## src/iopm_defs.svh

```systemverilog
// Constants for the keypad and I/O pin-function block
`ifndef IOPM_DEFS_SVH
`define IOPM_DEFS_SVH
// ----------------------------------------------------------------
// Pin counts and positions (bits 0..7 columns, 8..19 rows)
// ----------------------------------------------------------------
`define IOPM_NPIN        20
`define IOPM_NCOL        8
`define IOPM_NROW        12
`define IOPM_ROW8        16
`define IOPM_ROW9        17
`define IOPM_ROW10       18
`define IOPM_ROW11       19
// ----------------------------------------------------------------
// Serial slave address and register offsets
// ----------------------------------------------------------------
`define IOPM_SLAVE_ADDR  7'h44
`define IOPM_REG_SEL     8'h10
`define IOPM_REG_DIR     8'h13
`define IOPM_REG_OUT     8'h16
`define IOPM_REG_IN      8'h19
`define IOPM_REG_POL     8'h1c
`define IOPM_REG_STAT    8'h1f
`define IOPM_REG_IEN     8'h22
`define IOPM_REG_PULL    8'h25
`define IOPM_REG_ALT     8'h28
`define IOPM_REG_RSTCLR  8'h84
`define IOPM_GRP_LEN     8'h03
`define IOPM_POR_CLR_VAL 8'h01
// ----------------------------------------------------------------
// Field positions of the alternate-function register
// ----------------------------------------------------------------
`define IOPM_ALT_R8_LSB  0
`define IOPM_ALT_R9      2
`define IOPM_ALT_R10     3
`define IOPM_ALT_R11     4
`define IOPM_ALT_CLKOUT  2'h1
`define IOPM_ALT_PWM_CHANNEL_2    2'h2
// ----------------------------------------------------------------
// Reset values
// ----------------------------------------------------------------
`define IOPM_PULL_RST    20'h7_ffff
`define IOPM_ZERO20      20'h0_0000
`define IOPM_ZERO8       8'h00
`endif

```

## src/iopm_pkg.sv

```systemverilog
// Types shared by the pin-function block and its serial slave
package iopm_pkg;
`include "iopm_defs.svh"
    // Serial slave states
    typedef enum logic [2:0] {ST_IDLE, ST_ADDR, ST_AACK, ST_RX, ST_RACK, ST_TX, ST_TACK} iopm_i2c_st_e;
    // One register write from the serial slave
    typedef struct packed {
        logic       vld;
        logic [7:0] addr;
        logic [7:0] data;
    } iopm_wr_s;
    // Pad controls for all keypad pins
    typedef struct packed {
        logic [`IOPM_NPIN-1:0] out;
        logic [`IOPM_NPIN-1:0] oe;
        logic [`IOPM_NCOL-1:0] pu;
        logic [`IOPM_NROW-1:0] pd;
        logic [`IOPM_NPIN-1:0] od;
    } iopm_pad_s;
endpackage

```

## src/iopm_i2c_slave.sv

```systemverilog
// Serial (two-wire) register slave with auto-incrementing pointer
`timescale 1ns/1ns
`include "iopm_defs.svh"
module iopm_i2c_slave
    import iopm_pkg::*;
#(
    parameter logic [6:0] SLAVE_ADDR = `IOPM_SLAVE_ADDR
) (
    // Clock and reset
    input  wire logic            clk_i,
    input  wire logic            rst_n_i,
    // Serial pins
    input  wire logic            scl_i,
    input  wire logic            sda_i,
    output logic                 sda_o,
    output logic                 sda_oe_o,
    // Register side
    output iopm_pkg::iopm_wr_s   wr_o,
    output logic [7:0]           rd_addr_o,
    input  wire logic [7:0]      rd_data_i
);
    import iopm_pkg::*;

    logic [2:0]   scl_s_q, sda_s_q;
    logic         scl_rise, scl_fall, start_c, stop_c;
    iopm_i2c_st_e st_q;
    logic [7:0]   sh_q;
    logic [3:0]   cnt_q;
    logic         rw_q, first_q;

    // ------------------------------------------------------------
    // Synchronisers; only stages 1 and 2 are looked at by logic
    // ------------------------------------------------------------
    always_ff @(posedge clk_i) begin
        if (!rst_n_i) begin
            scl_s_q <= 3'h7;
            sda_s_q <= 3'h7;
        end else begin
            scl_s_q <= {scl_s_q[1:0], scl_i};
            sda_s_q <= {sda_s_q[1:0], sda_i};
        end
    end

    // Bus events seen on the synchronised lines
    assign scl_rise = scl_s_q[1] & ~scl_s_q[2];
    assign scl_fall = ~scl_s_q[1] & scl_s_q[2];
    assign start_c  = scl_s_q[1] & ~sda_s_q[1] & sda_s_q[2];
    assign stop_c   = scl_s_q[1] & sda_s_q[1] & ~sda_s_q[2];

    // Line only ever pulled low; the data output stays at zero
    always_ff @(posedge clk_i) begin
        sda_o <= 1'b0;
    end

    // ------------------------------------------------------------
    // Byte engine: bits are taken on rising SCL, driven on falling
    // ------------------------------------------------------------
    always_ff @(posedge clk_i) begin
        if (!rst_n_i) begin
            st_q      <= ST_IDLE;
            sh_q      <= `IOPM_ZERO8;
            cnt_q     <= 4'h0;
            rw_q      <= 1'b0;
            first_q   <= 1'b0;
            sda_oe_o  <= 1'b0;
            rd_addr_o <= `IOPM_ZERO8;
            wr_o      <= '0;
        end else begin
            wr_o.vld <= 1'b0;
            if (start_c) begin
                st_q     <= ST_ADDR;
                cnt_q    <= 4'h0;
                sda_oe_o <= 1'b0;
            end else if (stop_c) begin
                st_q     <= ST_IDLE;
                sda_oe_o <= 1'b0;
            end else if (scl_rise) begin
                case (st_q)
                    ST_ADDR, ST_RX: begin
                        sh_q  <= {sh_q[6:0], sda_s_q[1]};
                        cnt_q <= cnt_q + 4'h1;
                    end
                    ST_TX: cnt_q <= cnt_q + 4'h1;
                    ST_TACK: if (sda_s_q[1]) st_q <= ST_IDLE; // Master refused more data
                    default: ;
                endcase
            end else if (scl_fall) begin
                case (st_q)
                    ST_ADDR: if (cnt_q == 4'h8) begin
                        if (sh_q[7:1] == SLAVE_ADDR) begin
                            st_q     <= ST_AACK;
                            rw_q     <= sh_q[0];
                            sda_oe_o <= 1'b1;
                        end else begin
                            st_q <= ST_IDLE;
                        end
                    end
                    ST_AACK, ST_TACK: begin
                        if (rw_q) begin
                            st_q      <= ST_TX;
                            sda_oe_o  <= ~rd_data_i[7];
                            sh_q      <= {rd_data_i[6:0], 1'b0};
                            rd_addr_o <= rd_addr_o + 8'h01;
                        end else begin
                            st_q     <= ST_RX;
                            sda_oe_o <= 1'b0;
                            first_q  <= 1'b1;
                        end
                        cnt_q <= 4'h0;
                    end
                    ST_RX: if (cnt_q == 4'h8) begin
                        st_q     <= ST_RACK;
                        sda_oe_o <= 1'b1;
                        first_q  <= 1'b0;
                        if (first_q) begin
                            rd_addr_o <= sh_q; // First byte sets the register pointer
                        end else begin
                            wr_o      <= '{vld: 1'b1, addr: rd_addr_o, data: sh_q};
                            rd_addr_o <= rd_addr_o + 8'h01;
                        end
                    end
                    ST_RACK: begin
                        st_q     <= ST_RX;
                        sda_oe_o <= 1'b0;
                        cnt_q    <= 4'h0;
                    end
                    ST_TX: begin
                        if (cnt_q == 4'h8) begin
                            st_q     <= ST_TACK;
                            sda_oe_o <= 1'b0;
                        end else begin
                            sda_oe_o <= ~sh_q[7];
                            sh_q     <= {sh_q[6:0], 1'b0};
                        end
                    end
                    default: ;
                endcase
            end
        end
    end
endmodule // iopm_i2c_slave

```

## src/iopm_pin_mux.sv

```systemverilog
// Pin-function, reset-state and edge-interrupt logic of the keypad pins
// Functional notes
// - Every column pin and rows 0 to 10 are a keypad line or a host GPIO unless rows 8 to 10 take an alternate function; row 11 never is.
// - GPIO only takes a pin when no PWM or other alternate function holds it.
// - Input pins flag edges into status and raise the request; edge polarity selectable.
// - After reset all column pins are push-pull with pull-up enabled.
// - After reset rows 0 to 10 are push-pull with pull-down enabled.
// - After reset row 11 is open-drain, no pull, driving the request low.
// - Serial clock and data pins are open-drain with no pull after reset.
// - A power-on flag forces the request line low after every reset.
// - Writing 0x01 to offset 0x84 clears the power-on flag, releasing the line.
`timescale 1ns/1ns
`include "iopm_defs.svh"
module iopm_pin_mux
    import iopm_pkg::*;
#(
    parameter int          NPIN       = `IOPM_NPIN,
    parameter logic [6:0]  SLAVE_ADDR = `IOPM_SLAVE_ADDR
) (
    // Clock and reset
    input  wire logic               clk_i,
    input  wire logic               rst_n_i,
    // Serial register port
    input  wire logic               scl_i,
    output logic                    scl_o,
    output logic                    scl_oe_o,
    input  wire logic               sda_i,
    output logic                    sda_o,
    output logic                    sda_oe_o,
    // Keypad pins
    input  wire logic [NPIN-1:0]    pin_i,
    output iopm_pkg::iopm_pad_s     pad_o,
    // Keypad scanner and PWM sources
    input  wire logic [NPIN-1:0]    kp_out_i,
    input  wire logic [NPIN-1:0]    kp_oe_i,
    output logic [NPIN-1:0]         kp_in_o,
    input  wire logic [2:0]         pwm_i,
    input  wire logic               clk_out_i
);
    import iopm_pkg::*;

    iopm_wr_s        wr;
    logic [7:0]      rd_addr, rd_data;
    logic [NPIN-1:0] sel_q, dir_q, dout_q, pol_q, ien_q, pull_q, stat_q;
    logic [7:0]      alt_q;
    logic            por_q;
    logic [NPIN-1:0] in_s1_q, in_s3_q, hit, clr;
    logic [NPIN-1:0] alt_en, alt_val, alt_oe, out_d, oe_d, od_d;
    logic            irq_act, por_clr;

    // Pull reset pattern, split into column and row parts at reset
    localparam logic [NPIN-1:0] PULL_RST = `IOPM_PULL_RST;

    // ------------------------------------------------------------
    // Serial slave
    // ------------------------------------------------------------
    iopm_i2c_slave #(
        .SLAVE_ADDR (SLAVE_ADDR)
    ) u_slave (
        .clk_i     (clk_i),
        .rst_n_i   (rst_n_i),
        .scl_i     (scl_i),
        .sda_i     (sda_i),
        .sda_o     (sda_o),
        .sda_oe_o  (sda_oe_o),
        .wr_o      (wr),
        .rd_addr_o (rd_addr),
        .rd_data_i (rd_data)
    );

    // Clock line is never driven: clock stretching is not used
    always_ff @(posedge clk_i) begin
        scl_o    <= 1'b0;
        scl_oe_o <= 1'b0;
    end

    // True when address a falls in the three-byte group at base b
    function automatic logic in_grp(input logic [7:0] a, input logic [7:0] b);
        return (a >= b) && (a < b + `IOPM_GRP_LEN);
    endfunction

    // Byte write into a pin vector
    function automatic logic [NPIN-1:0] wbyte(input logic [NPIN-1:0] v, input logic [7:0] a,
                                              input logic [7:0] b, input logic [7:0] d);
        logic [23:0] t;
        t = {{(24-NPIN){1'b0}}, v};
        t[8*(a-b) +: 8] = d;
        return t[NPIN-1:0];
    endfunction

    // Byte read from a pin vector; bits above the pins read zero
    function automatic logic [7:0] rbyte(input logic [NPIN-1:0] v, input logic [7:0] a,
                                         input logic [7:0] b);
        logic [23:0] t;
        t = {{(24-NPIN){1'b0}}, v};
        return t[8*(a-b) +: 8];
    endfunction

    // ------------------------------------------------------------
    // Configuration registers; all return to defaults on reset
    // ------------------------------------------------------------
    always_ff @(posedge clk_i) begin
        if (!rst_n_i) begin
            sel_q  <= `IOPM_ZERO20;
            dir_q  <= `IOPM_ZERO20;
            dout_q <= `IOPM_ZERO20;
            pol_q  <= `IOPM_ZERO20;
            ien_q  <= `IOPM_ZERO20;
            pull_q <= `IOPM_PULL_RST;
            alt_q  <= `IOPM_ZERO8;
        end else if (wr.vld) begin
            if (in_grp(wr.addr, `IOPM_REG_SEL))  sel_q  <= wbyte(sel_q,  wr.addr, `IOPM_REG_SEL,  wr.data);
            if (in_grp(wr.addr, `IOPM_REG_DIR))  dir_q  <= wbyte(dir_q,  wr.addr, `IOPM_REG_DIR,  wr.data);
            if (in_grp(wr.addr, `IOPM_REG_OUT))  dout_q <= wbyte(dout_q, wr.addr, `IOPM_REG_OUT,  wr.data);
            if (in_grp(wr.addr, `IOPM_REG_POL))  pol_q  <= wbyte(pol_q,  wr.addr, `IOPM_REG_POL,  wr.data);
            if (in_grp(wr.addr, `IOPM_REG_IEN))  ien_q  <= wbyte(ien_q,  wr.addr, `IOPM_REG_IEN,  wr.data);
            if (in_grp(wr.addr, `IOPM_REG_PULL)) pull_q <= wbyte(pull_q, wr.addr, `IOPM_REG_PULL, wr.data);
            if (wr.addr == `IOPM_REG_ALT)        alt_q  <= wr.data;
        end
    end

    // ------------------------------------------------------------
    // Input synchronisers and edge detection
    // ------------------------------------------------------------
    always_ff @(posedge clk_i) begin
        if (!rst_n_i) begin
            in_s1_q <= `IOPM_ZERO20;
            kp_in_o <= `IOPM_ZERO20;
            in_s3_q <= `IOPM_ZERO20;
        end else begin
            in_s1_q <= pin_i;
            kp_in_o <= in_s1_q;
            in_s3_q <= kp_in_o;
        end
    end

    // Only pins not driven by the block count as inputs
    assign hit = ~pad_o.oe & ((pol_q & kp_in_o & ~in_s3_q) | (~pol_q & ~kp_in_o & in_s3_q));
    assign clr = (wr.vld && in_grp(wr.addr, `IOPM_REG_STAT)) ?
                 wbyte(`IOPM_ZERO20, wr.addr, `IOPM_REG_STAT, wr.data) : `IOPM_ZERO20;

    // Sticky edge status, write one to clear; a new edge beats the clear
    always_ff @(posedge clk_i) begin
        if (!rst_n_i) begin
            stat_q <= `IOPM_ZERO20;
        end else begin
            stat_q <= (stat_q & ~clr) | hit;
        end
    end

    // ------------------------------------------------------------
    // Power-on request flag
    // ------------------------------------------------------------
    assign por_clr = wr.vld && (wr.addr == `IOPM_REG_RSTCLR) && (wr.data == `IOPM_POR_CLR_VAL);

    always_ff @(posedge clk_i) begin
        if (!rst_n_i) begin
            por_q <= 1'b1;
        end else if (por_clr) begin
            por_q <= 1'b0;
        end
    end

    assign irq_act = por_q | (|(stat_q & ien_q));

    // ------------------------------------------------------------
    // Register read mux; write-only and unmapped offsets read zero
    // ------------------------------------------------------------
    always_comb begin
        rd_data = `IOPM_ZERO8;
        if (in_grp(rd_addr, `IOPM_REG_SEL))  rd_data = rbyte(sel_q,   rd_addr, `IOPM_REG_SEL);
        if (in_grp(rd_addr, `IOPM_REG_DIR))  rd_data = rbyte(dir_q,   rd_addr, `IOPM_REG_DIR);
        if (in_grp(rd_addr, `IOPM_REG_OUT))  rd_data = rbyte(dout_q,  rd_addr, `IOPM_REG_OUT);
        if (in_grp(rd_addr, `IOPM_REG_IN))   rd_data = rbyte(kp_in_o, rd_addr, `IOPM_REG_IN);
        if (in_grp(rd_addr, `IOPM_REG_POL))  rd_data = rbyte(pol_q,   rd_addr, `IOPM_REG_POL);
        if (in_grp(rd_addr, `IOPM_REG_STAT)) rd_data = rbyte(stat_q,  rd_addr, `IOPM_REG_STAT);
        if (in_grp(rd_addr, `IOPM_REG_IEN))  rd_data = rbyte(ien_q,   rd_addr, `IOPM_REG_IEN);
        if (in_grp(rd_addr, `IOPM_REG_PULL)) rd_data = rbyte(pull_q,  rd_addr, `IOPM_REG_PULL);
        if (rd_addr == `IOPM_REG_ALT)        rd_data = alt_q;
    end

    // ------------------------------------------------------------
    // Alternate functions of rows 8 to 11
    // ------------------------------------------------------------
    always_comb begin
        alt_en  = `IOPM_ZERO20;
        alt_val = `IOPM_ZERO20;
        alt_oe  = `IOPM_ZERO20;
        od_d    = `IOPM_ZERO20;
        alt_en[`IOPM_ROW8]  = (alt_q[`IOPM_ALT_R8_LSB +: 2] != 2'h0);
        alt_val[`IOPM_ROW8] = (alt_q[`IOPM_ALT_R8_LSB +: 2] == `IOPM_ALT_CLKOUT) ? clk_out_i : pwm_i[2];
        alt_en[`IOPM_ROW9]  = alt_q[`IOPM_ALT_R9];
        alt_val[`IOPM_ROW9] = pwm_i[1];
        alt_en[`IOPM_ROW10] = alt_q[`IOPM_ALT_R10];
        alt_val[`IOPM_ROW10]= pwm_i[0];
        alt_oe              = alt_en;
        // Row 11 is always taken: request line unless PWM_CHANNEL_2 is chosen
        alt_en[`IOPM_ROW11] = 1'b1;
        alt_val[`IOPM_ROW11]= alt_q[`IOPM_ALT_R11] & pwm_i[2];
        alt_oe[`IOPM_ROW11] = alt_q[`IOPM_ALT_R11] | irq_act;
        od_d[`IOPM_ROW11]   = ~alt_q[`IOPM_ALT_R11];
    end

    // Per-pin function select: alternate, then GPIO, then keypad scanner
    for (genvar k = 0; k < NPIN; k++) begin : g_pin
        assign out_d[k] = alt_en[k] ? alt_val[k] : (sel_q[k] ? dout_q[k] : kp_out_i[k]);
        assign oe_d[k]  = alt_en[k] ? alt_oe[k]  : (sel_q[k] ? dir_q[k]  : kp_oe_i[k]);
    end

    // Registered pad controls; reset puts every pin in its defined state
    always_ff @(posedge clk_i) begin
        if (!rst_n_i) begin
            pad_o.out <= `IOPM_ZERO20;
            pad_o.oe  <= `IOPM_ZERO20;
            pad_o.oe[`IOPM_ROW11] <= 1'b1;
            pad_o.pu  <= PULL_RST[`IOPM_NCOL-1:0];
            pad_o.pd  <= PULL_RST[NPIN-1:`IOPM_NCOL];
            pad_o.od  <= `IOPM_ZERO20;
            pad_o.od[`IOPM_ROW11] <= 1'b1;
        end else begin
            pad_o.out <= out_d;
            pad_o.oe  <= oe_d;
            pad_o.pu  <= pull_q[`IOPM_NCOL-1:0];
            pad_o.pd  <= pull_q[NPIN-1:`IOPM_NCOL] & ~od_d[NPIN-1:`IOPM_NCOL];
            pad_o.od  <= od_d;
        end
    end
endmodule // iopm_pin_mux

```

## config.mk

```make
export PLATFORM = sky130hd
export DESIGN_NAME = iopm_pin_mux
export DESIGN_NICKNAME = d
export VERILOG_FILES = /design/src/iopm_pkg.sv /design/src/iopm_i2c_slave.sv /design/src/iopm_pin_mux.sv
export VERILOG_INCLUDE_DIRS = /design/src /design/src/src
export SDC_FILE = /design/constraint.sdc
export NUM_CORES = 1
export LEC_CHECK = 0
export ABC_AREA = 1
export BUFFER_PORTS_ARGS = -buffer_cell sky130_fd_sc_hd__buf_4
export CORE_ASPECT_RATIO = 1.5
export CORE_MARGIN = 2
export CORE_UTILIZATION = 40
export CTS_CLUSTER_DIAMETER = 60
export DETAILED_ROUTE_END_ITERATION = 8
export GPL_TIMING_DRIVEN = 0
export HOLD_SLACK_MARGIN = 0.03
export SYNTH_ARGS = -nofsm -noshare
export SYNTH_HDL_FRONTEND = slang
export SYNTH_SLANG_ARGS = --single-unit
```

## constraint.sdc

```tcl
create_clock -name clk_i -period 10.57 [get_ports clk_i]
set_clock_uncertainty 0.15 [all_clocks]
set_input_delay 1.057 -clock clk_i [delete_from_list [all_inputs] [get_ports clk_i]]
set_output_delay 1.057 -clock clk_i [all_outputs]
set_load 0.01 [all_outputs]
```

# --- Word-level counts from Yosys, hierarchy flattened ---
# Index checks and enable logic that the tools add are counted.
classes:
  add_sub_neg: 24
  order_cmp: 30
  n_eq_ne: 32
  n_shift: 22
  muxes: 97
  bitwise: 41
  reduce_logical: 51
op_table:
  columns: ["op", "n"]
  rows:
  - ["24-bit by 33-bit variable part select with 8-bit output", 8]
  - ["32-bit negation with 34-bit output", 7]
  - ["8-bit by 34-bit variable shift with 24-bit output (first input constant)", 6]
  - ["8-bit by 34-bit variable part select with 24-bit output", 6]
  - ["20-bit AND", 8]
  - ["24-bit bitwise mux", 6]
  - ["8-bit 2-to-1 mux", 17]
  - ["20-bit NOT", 5]
  - ["8-bit by 5-bit subtractor with 9-bit output (second input constant)", 11]
  - ["8-bit by 5-bit >= comparator with 1-bit output (second input constant)", 11]
  - ["8-bit by 5-bit less-than comparator with 1-bit output (second input constant)", 9]
  - ["1-bit 2-to-1 mux", 54]
  - ["7-bit AND reduction", 7]
  - ["8-bit by 6-bit less-than comparator with 1-bit output (second input constant)", 6]
  - ["20-bit bitwise OR", 2]
  - ["8-bit by 6-bit subtractor with 9-bit output (second input constant)", 4]
  - ["8-bit by 34-bit variable shift with 20-bit output (first input constant)", 1]
  - ["8-bit by 34-bit variable part select with 20-bit output", 1]
  - ["8-bit by 6-bit >= comparator with 1-bit output (second input constant)", 4]
  - ["8-bit one-hot mux with 2 select lines", 2]
  - ["3-bit 2-to-1 mux", 8]
  - ["20-bit 2-to-1 mux", 1]
  - ["20-bit OR reduction", 1]
  - ["1-bit logical AND", 18]
  - ["other kinds (41)", 94]
totals:
  regBits: 338
  in_bits: 68
  output_inout_bits: 104
  word_cells: 328

# --- Logic depth before layout (Yosys ltp) ---
depth:
  depth_word: 15
  depth_mapped: 27
  depth_no_buf: 26

# --- Hierarchy ---
# A second synthesis with hierarchy kept.
unflattened:
  hier_cells: 3102
  hier_area_um2: 19517.5
by_module_without_submodules:
  columns: ["mod", "instances", "cells_per_inst", "area_each_um2", "seq_area_each_um2"]
  rows:
  - ["iopm_pin_mux", 1, 2654, 16711.0, 5405.2]
  - ["iopm_i2c_slave", 1, 448, 2806.4, 980.9]

# --- Worst setup path after synthesis ---
# No wires, ideal clock.
synth_path:
  kind: "reg-to-reg"
  startpoint: "register u_slave.wr_o[10] (netlist bit)"
  endpoint: "register dir_q[11]"
  setup_time_ns: 0.113
  arrival_ns: 3.427
  t_required_ns: 10.307
  slack_ns: 6.880
  path_stages_with_launch: 25
  n_path_buf: 2
  period_less_slack_ns: 3.690
  cell_sequence: "dfxtp_1 buf_4 inv_2 ha_1 a21oi_2 inv_1 nand2_1 nand2_2 nor2_2 nand3_1 nor2_1 nand2_1 nor2_1 inv_1 ha_1 inv_1 nor4_1 nand3_1 o31ai_1 nand2_1 nor2_2 nand4_2 buf_6 o21ai_1 nor2_1"
synth_between:
  elab_chain_len: 4
  elab_cells_between_ends: 9
  cone_classes: "add/sub (2); order compare (2); shift (2); mux (1); reduce/logical (2)"
synth_lines:
  columns: ["item", "line_no", "rtl"]
  rows:
  - ["start, declared", "iopm_i2c_slave.sv:18", "output iopm_pkg::iopm_wr_s wr_o,"]
  - ["start signal, assigned", "iopm_i2c_slave.sv:118", "wr_o <= '{vld: 1'b1, addr: rd_addr_o, data: sh_q};"]
  - ["8-bit by 5-bit subtractor with 9-bit output", "iopm_pin_mux.sv:87", "t[8*(a-b) +: 8] = d;"]
  - ["32-bit negation with 34-bit output", "iopm_pin_mux.sv:87", null]
  - ["8-bit by 34-bit variable part select with 24-bit output or 8-bit by 34-bit variable shift with 24-bit output (tied branches)", "iopm_pin_mux.sv:87", null]
  - ["24-bit bitwise mux", "iopm_pin_mux.sv:87", null]
  - ["end signal, assigned", "iopm_pin_mux.sv:105", "dir_q <= `IOPM_ZERO20;"]
  - ["end signal, assigned", "iopm_pin_mux.sv:113", "if (in_grp(wr.addr, `IOPM_REG_DIR)) dir_q <= wbyte(dir_q, wr.addr, `IOPM_REG_DIR, wr.data);"]
  - ["end, declared", "iopm_pin_mux.sv:44", "logic [NPIN-1:0] sel_q, dir_q, dout_q, pol_q, ien_q, pull_q, stat_q;"]
# Several ways; a longest one is shown, not always the timed one.
# A chain may end at the register's enable or synchronous reset.

# --- Final worst setup path ---
layout_path:
  startpoint: "register u_slave.rd_addr_o[0]"
  endpoint: "register u_slave.sh_q[2]"
layout_between:
  elab_chain_len: 15
  elab_cells_between_ends: 54
  cone_classes: "add/sub (8); order compare (16); eq/ne (1); shift (8); mux (13); reduce/logical (8)"
layout_lines:
  columns: ["item", "line_no", "rtl"]
  rows:
  - ["start, declared", "iopm_i2c_slave.sv:19", "output logic [7:0] rd_addr_o,"]
  - ["start signal, assigned", "iopm_i2c_slave.sv:66", "rd_addr_o <= `IOPM_ZERO8;"]
  - ["start signal, assigned", "iopm_i2c_slave.sv:103", "rd_addr_o <= rd_addr_o + 8'h01;"]
  - ["start signal, assigned", "iopm_i2c_slave.sv:116", "rd_addr_o <= sh_q;"]
  - ["8-bit by 5-bit subtractor with 9-bit output (tied with other cells)", "iopm_pin_mux.sv:96", "return t[8*(a-b) +: 8];"]
  - ["24-bit by 33-bit variable part select with 8-bit output or 1-bit logical AND (tied branches)", "iopm_pin_mux.sv:96, iopm_pin_mux.sv:79", null]
  - ["8-bit 2-to-1 mux", "iopm_pin_mux.sv:171", "if (in_grp(rd_addr, `IOPM_REG_SEL)) rd_data = rbyte(sel_q, rd_addr, `IOPM_REG_SEL);"]
  - ["8-bit 2-to-1 mux", "iopm_pin_mux.sv:172", "if (in_grp(rd_addr, `IOPM_REG_DIR)) rd_data = rbyte(dir_q, rd_addr, `IOPM_REG_DIR);"]
  - ["8-bit 2-to-1 mux", "iopm_pin_mux.sv:173", "if (in_grp(rd_addr, `IOPM_REG_OUT)) rd_data = rbyte(dout_q, rd_addr, `IOPM_REG_OUT);"]
  - ["8-bit 2-to-1 mux", "iopm_pin_mux.sv:174", "if (in_grp(rd_addr, `IOPM_REG_IN)) rd_data = rbyte(kp_in_o, rd_addr, `IOPM_REG_IN);"]
  - ["8-bit 2-to-1 mux", "iopm_pin_mux.sv:175", "if (in_grp(rd_addr, `IOPM_REG_POL)) rd_data = rbyte(pol_q, rd_addr, `IOPM_REG_POL);"]
  - ["8-bit 2-to-1 mux", "iopm_pin_mux.sv:176", "if (in_grp(rd_addr, `IOPM_REG_STAT)) rd_data = rbyte(stat_q, rd_addr, `IOPM_REG_STAT);"]
  - ["8-bit 2-to-1 mux", "iopm_pin_mux.sv:177", "if (in_grp(rd_addr, `IOPM_REG_IEN)) rd_data = rbyte(ien_q, rd_addr, `IOPM_REG_IEN);"]
  - ["8-bit 2-to-1 mux", "iopm_pin_mux.sv:178", "if (in_grp(rd_addr, `IOPM_REG_PULL)) rd_data = rbyte(pull_q, rd_addr, `IOPM_REG_PULL);"]
  - ["8-bit 2-to-1 mux *", "iopm_pin_mux.sv:179", "if (rd_addr == `IOPM_REG_ALT) rd_data = alt_q;"]
  - ["8-bit 2-to-1 mux *", "iopm_i2c_slave.sv:99", "if (rw_q) begin"]
  - ["8-bit one-hot mux with 2 select lines *", "iopm_i2c_slave.sv:88", "case (st_q)"]
  - ["8-bit 2-to-1 mux *", "iopm_i2c_slave.sv:87", "end else if (scl_fall) begin"]
  - ["8-bit 2-to-1 mux *", "iopm_i2c_slave.sv:77", "end else if (scl_rise) begin"]
  - ["end signal, assigned", "iopm_i2c_slave.sv:80", "sh_q <= {sh_q[6:0], sda_s_q[1]};"]
  - ["end signal, assigned", "iopm_i2c_slave.sv:102", "sh_q <= {rd_data_i[6:0], 1'b0};"]
  - ["end signal, assigned", "iopm_i2c_slave.sv:133", "sh_q <= {sh_q[6:0], 1'b0};"]
  - ["end, declared", "iopm_i2c_slave.sv:27", "logic [7:0] sh_q;"]
# Mark *: on every way between the ends. The rest lies on a longest branch, timed or not. The select of a mux whose other input is x is not followed.

==> impl_results.md <==
- Worst hold start: u_slave.scl_s_q[0]
- Register Area: 6390 µm²
- CP required: around 11 ns
- Post-synth cell types: 62
- CTS Buffer Depth: 3
- Dominant cells by area after synthesis: dfxtp_1 34%, nand2_1 13%, inv_1 8.1%
- DR iter-0 viols: around 1200
- Crit path buf inv count: 6
- Die width: 180 µm
- Crit Path Max Fanout: 11
- Pin count of the biggest net entering global routing: 16
- Worst path cell trace: buf_2 -> clkinv_1 -> clkbuf_1 -> ha_1 -> clkbuf_1 -> inv_1 -> clkbuf_1 -> a21oi_1 -> o21ai_0 -> o21ai_0 -> nand3_1 -> a21oi_1 -> nand2_1 -> nand2_1 -> nand2_1 -> nand2_1 -> nand2_1 -> nand2_1 -> nand2_1 -> nand2_1 -> nand2_1 -> a21oi_1
- Min-delay worst type: register to register
- Post-synth top area share: 34.3%
- Slew Viols, Final: 0
- Commonest cells post-synth: 670 x nand2_1, 404 x inv_1, 331 x nor2_1, 319 x dfxtp_1, 231 x o21ai_0
- Io pins: about 170
- Setup TNS: 0 ns
- Status: completed
- Post-synth EDFFs: 0
- Final core occ: a little under half
- Die area: about 48000 µm²
- Share of cells above drive strength 1: a little under an eighth
- Grt ovf: 0
- Syn Area/Cell: around 6.6 µm²
- Power Density: 121 nW/µm²
- Worst setup startpoint: u_slave.rd_addr_o[0]
- Count leader, synth: nand2_1
- Reg2reg start: u_slave.rd_addr_o[0]
- Post-Syn Area: between 15000 and 20000 µm²
- Core Box Area: about 46000 µm²
- Largest area contributor in the netlist: dfxtp_1
- Row count: 96
- Syn Inst Count: about 2800
- Worst path max stage delay: about 0.57 ns
- WL/cell: 20.9 µm
- Post-Layout Inst Area: 21700 µm²
- Initial antenna violation count: 1
- Multi-input gate area: between 10000 and 15000 µm²
- Leakage: approximately 11 nW
- Seq cells post-synth: around 320
- # clock sinks: 319
- Clock transition at path regs: about 0.060 ns
- Port Buffers: approximately 150
- Final Setup Violations: 0
- Final hold slack: approximately 0.27 ns
- Top_reg_cell synth: dfxtp_1
- Detailed-route vias per instance: approximately 5.3
- Kind of critical path: register to register
- DRT antenna net count: 0
- Vias in the first global route: between 15000 and 20000
- GPL Wtd Cong: around 1
- Drt first pass iters: 6
- R2R depth: 22
- All-layer global routing usage: 30.6%
- Tmin final: 4.95 ns
- Filler instances: roughly 4800
- Worst-Skew Late Latency: between 0.5 and 0.6 ns
- Post-CTS sizing: 0
- Unrepaired setup endpoints after global routing: false
- Slew headroom: between 10% and 20%
- Max Clock Freq: around 0.20 GHz
- Slew @ Worst Pin: 1.28 ns
- H-tree depth: 2
- Crit path arrival time: about 5.3 ns
- Crit share post-route: a little under half
- CTS tree: yes
- Max Cap Viol: 0
- Synth Warn #: 0
- Fraction of registers with async set/reset: 0%
- Nature of the critical path endpoint: register
- Delay-heaviest family, CP: buffers and inverters
- Hold path endpoint: u_slave.scl_s_q[1]
- Reg2reg setup slack: approximately 5.6 ns
- Post-CTS Setup Bufs: 0
- Sequential share of the synthesized area: about 34%
- RR Endpoint: u_slave.sh_q[2]
- Via count: about 19000
- Post-CTS Hold Buffers: 0
- First-pass GRT wire length: about 110000 µm
- Hold path depth: 1
- CP most frequent cell: nand2_1
- Starting Density: 40.6%
- Max VDD drop: between 80 and 90 µV
- HPWL Detailed: approximately 61000 µm
- Root buffer cell: clkbuf_16
- Nets: roughly 3200
- Post-DP Area: approximately 21000 µm²
- Final Hold Viols: 0
- Critical path launch point type: register
- Die H: around 270 µm
- DR DRC count: 0
- Total Wirelength: about 76000 µm
- Slowest-stage cell, CP: clkbuf_1
- Total CTS buffers: 35
- Pwr Total: 2.63 mW
- Area delta synth->final: 16.4%
kinds of logic (layout without fill, tap and decap cells):
family / Yosys count / after routing / share of synthesized area (%)
AO/OA/AOI/OAI: 513 / 513 / 15.0
XOR/XNOR: 48 / 48 / 2.50
adder cells (fa/ha/maj): 87 / 87 / 5.84
buffers and inverters: 553 / 760 / 12.1
flip-flops: 319 / 319 / 34.3
other: 1 / 23 / 0.0201
AND/OR/NAND/NOR: 1310 / 1310 / 30.3
cell usage in the layout, fill, tap and decap left out, types with 35 or more instances in the layout:
master,synthesis,final
o21ai_0,231,231
nor3_1,39,39
clkbuf_1,60,68
inv_1,404,404
buf_4,30,177
nand2_1,670,670
nand3_1,116,116
nor2_1,331,331
nand4_1,44,44
dfxtp_1,319,319
ha_1,87,87
a21oi_1,201,201
clkbuf_16,0,35
layer usage:
metal  share of wire [%]  global-route usage (%)  vias up
li1                    -                       -     9400
met1                  36                    32.1     8875
met2                  51                    57.1      744
met3                 5.8                    4.38      218
met4                 7.2                    19.8        0
met5                   0                       0        -
report_power, final:
part           leakage (nW)  internal [mW]  total (mW)  switching (mW)
Combinational          7.40         0.0518       0.127          0.0754
Sequential             2.59           1.22        1.24          0.0176
Clock                 0.558          0.730        1.26           0.529
area by class of cell:
class                      instances  area share [%]
antenna                            1          0.0115
sequential                       319            29.4
buffer                           118            2.87
clock buffer                      49            4.56
timing repair buffer             147            5.09
inverter                         435            7.54
clock inverter                    11           0.692
multi-input combinational       1980            46.4
tap                              588            3.39
flip-flops by register name (all words and copies together), names as in the netlist:
signal,count
pad_o,61
stat_q,20
pull_q,20
u_slave.sh_q,8
por_q,1
dir_q,20
u_slave.scl_s_q,3
u_slave.sda_s_q,3
pol_q,20
u_slave.cnt_q,4
u_slave.st_q,3
ien_q,20
u_slave.wr_o,17
in_s1_q,20
u_slave.sda_oe_o,1
u_slave.rd_addr_o,8
u_slave.first_q,1
in_s3_q,20
sel_q,20
kp_in_o,20
u_slave.rw_q,1
alt_q,8
dout_q,20
per-stage QoR:
| stage | instances | worst slack [ns] |
|---|---|---|
| 2_1_floorplan | 2852 | 6.88 |
| 3_3_place_gp | 3587 | 5.74 |
| 3_5_place_dp | 3587 | 5.71 |
| 4_1_cts | 3647 | 5.70 |
| 5_1_grt | 3647 | 5.31 |
| 6_report | 3648 | 5.62 |
how the worst max path moves through the flow:
stage	to	cells after the start
floorplan	dir_q[11]	24
global placement	u_slave.sh_q[1]	22
detailed placement	u_slave.sh_q[1]	22
CTS	u_slave.sh_q[1]	22
global route	pull_q[0]	23
finish	u_slave.sh_q[2]	22
Power figures use the tool's default switching activity.
